$ cat src/crpc_cfg.svh
// Constants for the chip reset pin control block.
// Function
// - External reset low holds all device logic except the debug port logic in reset.
// - On external reset release, latch the boot strap as operating mode.
// - Internal reset releases synchronously after a fixed internal clock count.
// - Chip reset alone leaves the debug port logic unreset.
// - Internal power-on reset asserts on initial power-up.
// - Reset pin pull-up on by default and during power-on reset, off when its disable bit set.
// - Reset output mirrors the internal reset state.
`ifndef CRPC_CFG_SVH
`define CRPC_CFG_SVH
`define CRPC_RELEASE_CYCLES 32
`define CRPC_POR_CYCLES 16
`define CRPC_CNT_W 8
`endif

$ cat src/crpc_pkg.sv
// Types for the chip reset pin control block.
package crpc_pkg;
  typedef enum logic [1:0]
  {
    CRPC_POR  = 2'b00,
    CRPC_HOLD = 2'b01,
    CRPC_WAIT = 2'b10,
    CRPC_RUN  = 2'b11
  } crpc_state_t;
endpackage

$ cat src/crpc_reset_ctrl.sv
// Chip reset sequencer: combines pin reset and power-on reset, latches boot mode.
`include "crpc_cfg.svh"
module crpc_reset_ctrl
  import crpc_pkg::*;
#(
  parameter int RELEASE_CYCLES = `CRPC_RELEASE_CYCLES,
  parameter int POR_CYCLES     = `CRPC_POR_CYCLES
)
(
  // Clock, reset and enable.
  input  wire logic sys_clk_i,
  input  wire logic rst_n_i,
  input  wire logic clk_en_i,
  // Pins.
  input  wire logic ext_reset_n_i,
  input  wire logic test_reset_n_i,
  input  wire logic external_boot_strap_i,
  // Pull-up control from the pull-up disable register.
  input  wire logic pullup_disable_reg_reset_i,
  // Outputs.
  output logic      int_reset_o,
  output logic      debug_reset_o,
  output logic      boot_mode_o,
  output logic      reset_state_output_o,
  output logic      reset_pullup_en_o
);
  timeunit 1ns;
  timeprecision 1ns;

  localparam int CW = `CRPC_CNT_W;

  // Refuse cycle counts that the release counter cannot hold.
  if (RELEASE_CYCLES < 1 || RELEASE_CYCLES >= (1 << CW) || POR_CYCLES < 1 || POR_CYCLES >= (1 << CW))
  begin : g_bad_counts
    $error("crpc_reset_ctrl: cycle counts out of range");
  end

  // Two-stage synchronisers for the pin inputs; only the second stage is read by logic.
  logic [1:0] ext_sync_r, ext_sync_nxt;
  logic [1:0] tst_sync_r, tst_sync_nxt;
  logic [1:0] boot_sync_r, boot_sync_nxt;

  always_comb
  begin
    ext_sync_nxt  = {ext_sync_r[0], ext_reset_n_i};
    tst_sync_nxt  = {tst_sync_r[0], test_reset_n_i};
    boot_sync_nxt = {boot_sync_r[0], external_boot_strap_i};
  end

  always_ff @(posedge sys_clk_i)
  begin
    if (!rst_n_i)
    begin
      ext_sync_r  <= 2'h0;
      tst_sync_r  <= 2'h0;
      boot_sync_r <= 2'h0;
    end
    else if (clk_en_i)
    begin
      ext_sync_r  <= ext_sync_nxt;
      tst_sync_r  <= tst_sync_nxt;
      boot_sync_r <= boot_sync_nxt;
    end
  end

  // A cleared synchroniser reads as a held pin reset until the real pin level has arrived.
  logic ext_asserted;
  assign ext_asserted = !ext_sync_r[1];

  // Sequencer: power-on count, hold while the pin reset is low, release count, run.
  // A pin reset outside the power-on phase sends the sequence back to hold and clears the count.
  crpc_state_t      state_r, state_nxt;
  logic [CW-1:0]    cnt_r, cnt_nxt;
  logic             int_rst_r, int_rst_nxt;
  logic             boot_r, boot_nxt;
  logic             dbg_r, dbg_nxt;
  logic             pu_r, pu_nxt;

  always_comb
  begin
    state_nxt   = state_r;
    cnt_nxt     = cnt_r;
    int_rst_nxt = int_rst_r;
    boot_nxt    = boot_r;
    dbg_nxt     = !tst_sync_r[1];
    pu_nxt      = !pullup_disable_reg_reset_i;
    unique case (state_r)
      CRPC_POR:
      begin
        int_rst_nxt = 1'b1;
        if (cnt_r == CW'(POR_CYCLES - 1))
        begin
          state_nxt = CRPC_HOLD;
          cnt_nxt   = '0;
        end
        else
          cnt_nxt = cnt_r + CW'(1);
      end
      CRPC_HOLD:
      begin
        int_rst_nxt = 1'b1;
        cnt_nxt     = '0;
        if (!ext_asserted)
        begin
          boot_nxt  = boot_sync_r[1];
          state_nxt = CRPC_WAIT;
        end
      end
      CRPC_WAIT:
      begin
        int_rst_nxt = 1'b1;
        if (ext_asserted)
        begin
          state_nxt = CRPC_HOLD;
          cnt_nxt   = '0;
        end
        else if (cnt_r == CW'(RELEASE_CYCLES - 1))
        begin
          state_nxt   = CRPC_RUN;
          int_rst_nxt = 1'b0;
        end
        else
          cnt_nxt = cnt_r + CW'(1);
      end
      CRPC_RUN:
      begin
        if (ext_asserted)
        begin
          state_nxt   = CRPC_HOLD;
          int_rst_nxt = 1'b1;
          cnt_nxt     = '0;
        end
      end
    endcase
  end

  // Synchronous reset models the power-on event.
  always_ff @(posedge sys_clk_i)
  begin
    if (!rst_n_i)
    begin
      state_r   <= CRPC_POR;
      cnt_r     <= '0;
      int_rst_r <= 1'b1;
      boot_r    <= 1'b0;
      dbg_r     <= 1'b1;
      pu_r      <= 1'b1;
    end
    else if (clk_en_i)
    begin
      state_r   <= state_nxt;
      cnt_r     <= cnt_nxt;
      int_rst_r <= int_rst_nxt;
      boot_r    <= boot_nxt;
      dbg_r     <= dbg_nxt;
      pu_r      <= pu_nxt;
    end
  end

  // The reset state output and the internal reset share one flop so they can never disagree.
  assign int_reset_o          = int_rst_r;
  assign reset_state_output_o = int_rst_r;
  assign debug_reset_o        = dbg_r;
  assign boot_mode_o          = boot_r;
  assign reset_pullup_en_o    = pu_r;

  // Checks watch registered signals, synchronised pins, the clock enable, the reset and the pull-up disable input.
  a_hold_in_reset: assert property (
    @(posedge sys_clk_i) disable iff (!rst_n_i)
    clk_en_i && ext_asserted |=> int_reset_o)
    else $error("internal reset not held during external reset");
  a_boot_latch: assert property (
    @(posedge sys_clk_i) disable iff (!rst_n_i)
    clk_en_i && state_r == CRPC_HOLD && !ext_asserted |=> boot_mode_o == $past(boot_sync_r[1]))
    else $error("boot mode not latched on release");
  a_boot_stable: assert property (
    @(posedge sys_clk_i) disable iff (!rst_n_i)
    !(state_r == CRPC_HOLD && !ext_asserted) |=> $stable(boot_mode_o))
    else $error("boot mode changed outside a release");

  a_release_delay: assert property (
    @(posedge sys_clk_i) disable iff (!rst_n_i)
    $fell(int_reset_o) |-> $past(state_r) == CRPC_WAIT && $past(cnt_r) == CW'(RELEASE_CYCLES - 1))
    else $error("internal reset released early");
  a_wait_count: assert property (
    @(posedge sys_clk_i) disable iff (!rst_n_i)
    clk_en_i && state_r == CRPC_WAIT && !ext_asserted && cnt_r != CW'(RELEASE_CYCLES - 1)
      |=> state_r == CRPC_WAIT && int_reset_o && cnt_r == $past(cnt_r) + CW'(1))
    else $error("release count skipped or stalled");

  a_debug_indep: assert property (
    @(posedge sys_clk_i) disable iff (!rst_n_i)
    clk_en_i && tst_sync_r[1] |=> !debug_reset_o)
    else $error("debug logic reset without test reset");
  a_debug_follow: assert property (
    @(posedge sys_clk_i) disable iff (!rst_n_i)
    clk_en_i && !tst_sync_r[1] |=> debug_reset_o)
    else $error("debug logic not reset during test reset");

  a_por_start: assert property (
    @(posedge sys_clk_i)
    !rst_n_i |=> int_reset_o && state_r == CRPC_POR)
    else $error("power-on reset not asserted");
  a_por_length: assert property (
    @(posedge sys_clk_i) disable iff (!rst_n_i)
    $past(state_r) == CRPC_POR && state_r != CRPC_POR |-> $past(cnt_r) == CW'(POR_CYCLES - 1))
    else $error("power-on phase ended early");

  a_pullup_ctrl: assert property (
    @(posedge sys_clk_i) disable iff (!rst_n_i)
    clk_en_i |=> reset_pullup_en_o == !$past(pullup_disable_reg_reset_i))
    else $error("pull-up enable wrong");
  a_state_out_mirror: assert property (
    @(posedge sys_clk_i) disable iff (!rst_n_i)
    reset_state_output_o == int_reset_o && reset_state_output_o == (state_r != CRPC_RUN))
    else $error("reset output differs from internal reset state");

  a_restart_cnt: assert property (
    @(posedge sys_clk_i) disable iff (!rst_n_i)
    clk_en_i && ext_asserted && state_r != CRPC_POR |=> cnt_r == '0 && state_r == CRPC_HOLD)
    else $error("release counter not restarted");

  a_freeze_state: assert property (
    @(posedge sys_clk_i) disable iff (!rst_n_i)
    !clk_en_i |=> $stable(state_r) && $stable(cnt_r) && $stable(int_reset_o) && $stable(boot_mode_o))
    else $error("state moved while the clock enable was low");
endmodule

$ cat config.mk
export PLATFORM = sky130hd
export DESIGN_NAME = crpc_reset_ctrl
export DESIGN_NICKNAME = d
export VERILOG_FILES = /design/src/crpc_pkg.sv /design/src/crpc_reset_ctrl.sv
export VERILOG_INCLUDE_DIRS = /design/src
export SDC_FILE = /design/constraint.sdc
export NUM_CORES = 1
export LEC_CHECK = 0
export BUFFER_PORTS_ARGS = -buffer_cell sky130_fd_sc_hd__buf_4
export CORE_UTILIZATION = 55
export DETAILED_ROUTE_END_ITERATION = 10
export PLACE_DENSITY = 0.76
export SYNTH_ARGS = -nofsm -noshare
export SYNTH_HDL_FRONTEND = slang
export SYNTH_SLANG_ARGS = --single-unit
$ cat constraint.sdc
create_clock -name sys_clk_i -period 2.11 [get_ports sys_clk_i]
set_input_delay 0.422 -clock sys_clk_i [delete_from_list [all_inputs] [get_ports sys_clk_i]]
set_output_delay 0.422 -clock sys_clk_i [all_outputs]
set_load 0.03 [all_outputs]
After elaboration in Yosys (flattened, before gate mapping)
Cells that the tools add are included.
{ "op_classes": {"add_sub_neg": 1, "reduce_logical": 8, "mux": 15, "n_eq_ne": 10} }
{ "op_table": {"columns": ["operator", "n"], "rows": [
  ["2-to-1 mux 8 bit", 4],
  ["case mux 8 bit (4 select lines)", 1],
  ["2-to-1 mux 2 bit", 5],
  ["adder 8 x 1 -> 8 bit (second input constant)", 1],
  ["equality test 8 x 4 -> 1 bit (second input constant)", 1],
  ["equality test 8 x 5 -> 1 bit (second input constant)", 1],
  ["case mux 2 bit (4 select lines)", 1],
  ["!= test 2 bit (second input constant)", 3],
  ["!= test 3 bit (second input constant)", 2],
  ["AND reduction 3 bit", 2],
  ["AND reduction 5 bit", 1],
  ["equality test 2 bit (second input constant)", 2],
  ["2-to-1 mux 1 bit", 3],
  ["case mux 1 bit (3 select lines)", 1],
  ["equality test 2 x 1 -> 1 bit (second input constant)", 1],
  ["zero test 1 bit", 2],
  ["zero test 2 bit", 1],
  ["AND reduction 2 bit", 1],
  ["OR reduction 2 bit", 1]
]} }
{ "word_totals": {"register_bits": 20, "output_inout_bits": 5} }

Longest topological paths before layout
Gate-level depths: netlist of run 1.
{ "logic_depth": {"ltp_word": 4, "mapped_depth": 6, "depth_no_buf": 6} }

Worst setup path before layout of run 1
No wires, ideal clock.
{ "synth_timing": {"path_kind": "reg2reg", "from": "register cnt_r[0]", "to": "register cnt_r[4]", "arrival_time_ns": 1.462, "path_slack_ns": 0.531, "stages_incl_launch_ff": 6, "n_path_buf": 0, "setup_ns": 0.117, "required_ns": 1.993, "cell_sequence": "dfxtp_1 > ha_1 > and4_1 > a32o_1 > a21o_1 > a32o_2"} }
{ "synth_via": {"elab_chain_len": 4} }
{ "synth_rtl": {"columns": ["item", "line", "source"], "rows": [
  ["start, declared", "crpc_reset_ctrl.sv:73", "logic [CW-1:0] cnt_r, cnt_nxt;"],
  ["start signal, assigned", "crpc_reset_ctrl.sv:152", "cnt_r <= cnt_nxt;"],
  ["adder 8 x 1 -> 8 bit", "crpc_reset_ctrl.sv:97, crpc_reset_ctrl.sv:123", null],
  ["2-to-1 mux 8 bit", "crpc_reset_ctrl.sv:117", "else if (cnt_r == CW'(RELEASE_CYCLES - 1))"],
  ["2-to-1 mux 8 bit", "crpc_reset_ctrl.sv:112", "if (ext_asserted)"],
  ["case mux 8 bit (4 select lines)", "crpc_reset_ctrl.sv:87", "unique case (state_r)"]
]} }
Several ways; a longest one is shown, not always the timed one. The select of a mux whose other input is x is not followed.
A chain may end at the register's enable or synchronous reset.

Final worst setup path of run 1
Same ends and word-level chain as after synthesis.

==> results.toml, run 1 <==
[run_status]
outcome = "complete, no violations"

[place]
routabilityCongestion = 0.748
hpwl_um = 1370
io_buffers = 11
dp_cells = 145
dpl_cell_area_sq_um = 1140
dp_slack_ns = 0.415

[worst_setup_path]
path_cells = "ha_1 > and4_1 > a32o_1 > a21o_1 > a32o_2"
critPathSlowestCell = "dfxtp_1"
regToRegStartpoint = "cnt_r[0]$_SDFFE_PN0P_"
slowest_delay_ns = 0.36
worst-path-buf-inv = 0
reg2reg_setup_slack_ns = 0.40
r2r_end = "cnt_r[4]$_SDFFE_PN0P_"
startpoint_type = "flop"
worstPathRequired_ns = 2.31
startpoint = "cnt_r[0]$_SDFFE_PN0P_"
crit_family = "compound AO/OA/AOI/OAI gates"
cp.arrival_ns = 1.91
critical_path_class = "reg2reg"
crit_fanout = 7
reg2reg_depth = 5
endpoint_kind = "flop"

[min_path]
hold-path-cell-count = 3
hp-start = "ext_reset_n_i"
min_path_type = "in2reg"
min_to = "ext_sync_r[0]$_SDFFE_PN0P_"

[synth]
ys_seq_area_frac = 0.383
ys_ff_latch = 20
netlist_area_sq_um = 1050
ys_types = 38
synth_edf_count = 0
synth_ff_type = "dfxtp_1"
synthTopCellsByCount = "20 x dfxtp_1, 13 x nand2_1, 9 x mux2i_1"
yosys_warnings = 0
synth_top_area_frac = 0.383
ys_async_sr_fraction = 0
syn_area_per_cell_sq_um = 9.26
synth_top_area_cell = "dfxtp_1"
syn-num-nets = 126
synthCells = 113
synth.area.top_cells = "dfxtp_1 38%, mux2i_1 8.6%, ha_1 7.2%"
synth.most_common_cell = "dfxtp_1"

[clocking]
cts_tree = "done"
cts_setup_buffers = 0
cts_hold_buffers = 0
cts.root.buffer_cell = "clkbuf_4"
cts_made_buffers = 3
clk_latency_ns = 0.29
clkTransAtPathRegs_ns = 0.11
clk_path_buf_depth = 2
htree_levels = 1
cts.sinks = 20
cts_resized = 0

[timing]
period_needed_ns = 1.71
timing.setup.tns_ns = 0
slew_headroom = 0.672
rsz0062_at_grt = "no"
timing.hold.ws_ns = 0.357
finalCritPeriodShare = 0.810
hold_viol_final = 0
skew_ns = 0.00418
drv_slew = 0
tightest_slew_ns = 0.492
finalSetupViolCount = 0
fmax_mhz = 585
fin_ws_ns = 0.402

[floorplanning]
die_area_sq_um = 2080
num_rows = 15
io_pins = 12
die_w_um = 45.6
die_y_um = 45.6
start_util = 0.599
coreArea_sq_um = 1750

[finish]
final_nets = 138
stdcell_count = 148
n_antenna_cell = 0
design_area_sq_um = 1160
utilization = 0.666
fillers = 151
syn2layout_area_growth_pct = 11.1
drive_gt1_frac = 0.195

[global_routing]
grt_first_pass_wirelength_um = 2970
grt_overflow = 0
busiest_layer = "met2"
grt_max_degree = 14
met2_usage = 0.314
antenna_found_initial = 0
track_usage = 0.204
grt_pass1_vias = 716
grt_use_met1 = 0.261
grt_use_met3 = 0.0357

[power]
pwr_density_cell_nw_per_um2 = 550
p_leak_nw = 0.475
vdd_drop_max_v = 0.000355
finalPower_uw = 640

[routing]
ant_nets = 0
drt_wl_total_um = 1800
wl_per_cell_um = 12.2
firstDrtPassIters = 4
num_vias = 831
drtIter0Drc = 21
vias_per_cell = 5.61
drc = 0

[job]
drv_cap = 0
layout by cell type, fill, tap and decap left out:
master	n
a22o_1	1
a21boi_1	1
a21bo_2	1
a32o_1	1
o21ai_0	4
buf_4	11
and4b_4	1
ha_1	6
and4_1	1
mux2i_1	9
o2111ai_1	1
a311oi_4	1
nor3_4	1
nor3b_1	1
a21oi_1	4
a31oi_2	1
dfxtp_1	20
nand3_1	6
o22ai_1	3
nand2b_1	2
inv_1	7
a31o_1	1
o32ai_2	1
a32o_2	1
and2_1	1
a21o_1	2
o21ai_1	2
nor2_1	8
nand2_2	1
nand2_1	13
clkbuf_4	3
or2_2	1
and3_1	2
a21boi_2	1
o211ai_1	1
or3_1	2
per-layer routing:
layer | vias to the layer above | wire, um
met2 | 16 | 777
met3 | 4 | 53
li1 | 429 | -
met4 | 0 | 45
met1 | 382 | 923
met5 | - | 0
worst max path at each step:
stage | endpoint | slack (ns) | cells past startpoint
detailed placement | cnt_r[4]$_SDFFE_PN0P_ | 0.42 | 6
global placement | cnt_r[2]$_SDFFE_PN0P_ | 0.44 | 5
CTS | cnt_r[4]$_SDFFE_PN0P_ | 0.41 | 6
floorplan | cnt_r[4]$_SDFFE_PN0P_ | 0.53 | 5
global route | cnt_r[7]$_SDFFE_PN0P_ | 0.27 | 6
finish | cnt_r[4]$_SDFFE_PN0P_ | 0.40 | 5
power breakdown:
part | internal [mW] | switching [mW]
combinational | 0.0297 | 0.0367
clock | 0.0665 | 0.109
sequential | 0.388 | 0.00910
total | 0.485 | 0.155
worst min-delay path, cell delays in order:
cell     delay (ns)
buf_4          0.07
mux2i_1        0.05
nor2_1         0.07
cell type report:
| class | instances | area [sq um] | area share |
|---|---|---|---|
| multi-input cells | 82 | 599 | 0.516 |
| flip-flops and latches | 20 | 400 | 0.344 |
| repair buffers | 11 | 82.6 | 0.0710 |
| well taps | 25 | 31.3 | 0.0269 |
| inverters | 7 | 26.3 | 0.0226 |
| clock buffers | 3 | 22.5 | 0.0194 |
registers in the layout (all words and copies together) (netlist names):
signal / flops
cnt_r: 8
ext_sync_r: 2
tst_sync_r: 2
boot_sync_r: 2
reset_pullup_en_o: 1
int_reset_o: 1
state_r: 2
boot_mode_o: 1
debug_reset_o: 1
cells by family (layout without fill, tap and decap cells):
family	Yosys count	in the layout	synth area share
and+or+nand+nor	40	40	0.202
adders and majority gates	6	6	0.0718
DFF	20	20	0.383
AOI/OAI and AO/OA	27	27	0.213
buffers and inverters	11	21	0.0443
muxes	9	9	0.0861
Power figures use the tool's default switching activity.
==> inputs of run 2 (changes only) <==
==> constraint.sdc (replaced) <==
create_clock -name sys_clk_i -period 1.8 [get_ports sys_clk_i]
set_input_delay 0.36 -clock sys_clk_i [delete_from_list [all_inputs] [get_ports sys_clk_i]]
set_output_delay 0.36 -clock sys_clk_i [all_outputs]
set_load 0.03 [all_outputs]
==> run 2 against run 1 <==
Compared with the run above: worst hold slack worse by 0.071 ns; clock power is 110% higher; routed wire length increased by 10%; sequential share of layout area decreased by 0.97 points; via count shrank 1.1%; fmax increased by 1.5%; non-clock buffer count did not move; sequential power increased by 17%.
==> results.toml, run 2 (synthesized netlist as in run 1, its figures left out) <==
[worst_setup_path]
startpoint_type = "flop"
slowest_delay_ns = 0.38
crit_fanout = 4
crit_family = "compound AO/OA/AOI/OAI gates"
worstPathRequired_ns = 2.05
critical_path_class = "reg2reg"
worst-path-buf-inv = 1
cp.arrival_ns = 1.93
critPathSlowestCell = "o32ai_2"
path_cells = "inv_1 > ha_2 > and2_2 > a21boi_1 > o32ai_2 > mux2i_1"
endpoint_kind = "flop"

[routing]
drc = 0
firstDrtPassIters = 4
vias_per_cell = 5.52
wl_per_cell_um = 13.3
ant_nets = 0
num_vias = 822
drt_wl_total_um = 1990
drtIter0Drc = 23

[finish]
largest_register_ffs = 8
top_register = "cnt_r"
drive_gt1_frac = 0.266
multi_input_area_sq_um = 611
syn2layout_area_growth_pct = 15.4
ff_latch_area_sq_um = 404
fillers = 164
final_common_cell = "dfxtp_1"
final_nets = 138
layout_common_cells = "17 x dfxtp_1, 13 x nand2_1, 11 x buf_4"
n_antenna_cell = 0

[clocking]
cts_tree = "done"
clk_latency_ns = 0.31
cts.root.buffer_cell = "clkbuf_4"
cts_hold_buffers = 0
cts.sinks = 20
clk_path_buf_depth = 2
clkTransAtPathRegs_ns = 0.12
cts_made_buffers = 3
htree_levels = 1
cts_setup_buffers = 0
cts_resized = 0

[timing]
drv_slew = 0
tightest_slew_ns = 0.478
finalSetupViolCount = 0
hold_viol_final = 0
fmax_mhz = 594
skew_ns = 0.00418
timing.setup.tns_ns = 0
finalCritPeriodShare = 0.935
slew_headroom = 0.682
period_needed_ns = 1.68

[job]
drv_cap = 0

[power]
pwr_density_cell_nw_per_um2 = 760
switchingPower_uw = 201
p_clk_frac = 0.404
p_int_uw = 717
share_seq_of_total_power = 0.509
vdd_drop_max_v = 0.000436
pwr-share-comb = 0.086
finalPower_uw = 918
switching_share = 0.219
p_leak_nw = 0.486

[floorplanning]
start_util = 0.599
die_y_um = 45.6
die_w_um = 45.6
io_pins = 12
num_rows = 15
coreArea_sq_um = 1750
die_area_sq_um = 2080

[global_routing]
track_usage = 0.209
antenna_found_initial = 0
grt_overflow = 0
grt_max_degree = 14
grt_pass1_vias = 755
grt_first_pass_wirelength_um = 3140

[min_path]
min_path_type = "in2reg"

[place]
routabilityCongestion = 0.775
hpwl_um = 1400
io_buffers = 11

[run_status]
outcome = "complete, no violations"
## run 2: worst reg2reg max path, delay by kind of cell (launching register included)
kind                       cells  cell delay (ns)
adders and majority gates      1             0.20
DFF                            1             0.37
buffers and inverters          1             0.08
muxes                          1             0.21
and+or+nand+nor                1             0.23
AOI/OAI and AO/OA              2             0.53
## run 2: power groups by stage
stage	Sequential [mW]	Combinational, mW	Clock [mW]
2_1_floorplan	0.478	0.0518	0
3_3_place_gp	0.475	0.0758	0
3_5_place_dp	0.476	0.0779	0
4_1_cts	0.466	0.0786	0.373
5_1_grt	0.469	0.0867	0.391
6_report	0.467	0.0793	0.371
## run 2: path summary, 6_finish.rpt
check                                 from                        endpoint  slack [ns]  cells after the start
hold / removal                     rst_n_i  reset_pullup_en_o$_SDFFE_PN1P_        0.29                      2
setup / recovery   state_r[0]$_SDFFE_PN0P_         state_r[0]$_SDFFE_PN0P_        0.12                      6
setup reg to reg   state_r[0]$_SDFFE_PN0P_         state_r[0]$_SDFFE_PN0P_        0.12                      6
hold reg to reg   int_reset_o$_SDFFE_PN1P_        int_reset_o$_SDFFE_PN1P_        0.47                      2
## run 2: cell type report
class | count | area share
clock buffer | 3 | 0.0187
clock inverter | 1 | 0.0249
inverter | 7 | 0.0218
multi-input combinational | 82 | 0.506
sequential | 20 | 0.335
tap | 25 | 0.0259
timing repair buffer | 11 | 0.0684
## run 2: metrics by stage
step,utilization,cells,worst slack (ns),hold slack [ns],area (sq um)
floorplan,-,113,0.221,0.459,1050
global placement,0.653,145,0.123,0.451,1140
detailed placement,0.653,145,0.0810,0.456,1140
CTS,0.683,149,0.0412,0.281,1190
global route,0.692,149,-0.000136,0.276,1210
finish,0.692,149,0.116,0.285,1210
## run 2: metal layers
layer  global-route usage  part of all wire
met3               0.0357             0.026
met1                0.262              0.50
met5                    0                 0
met4               0.0909            0.0060
met2                0.349              0.47
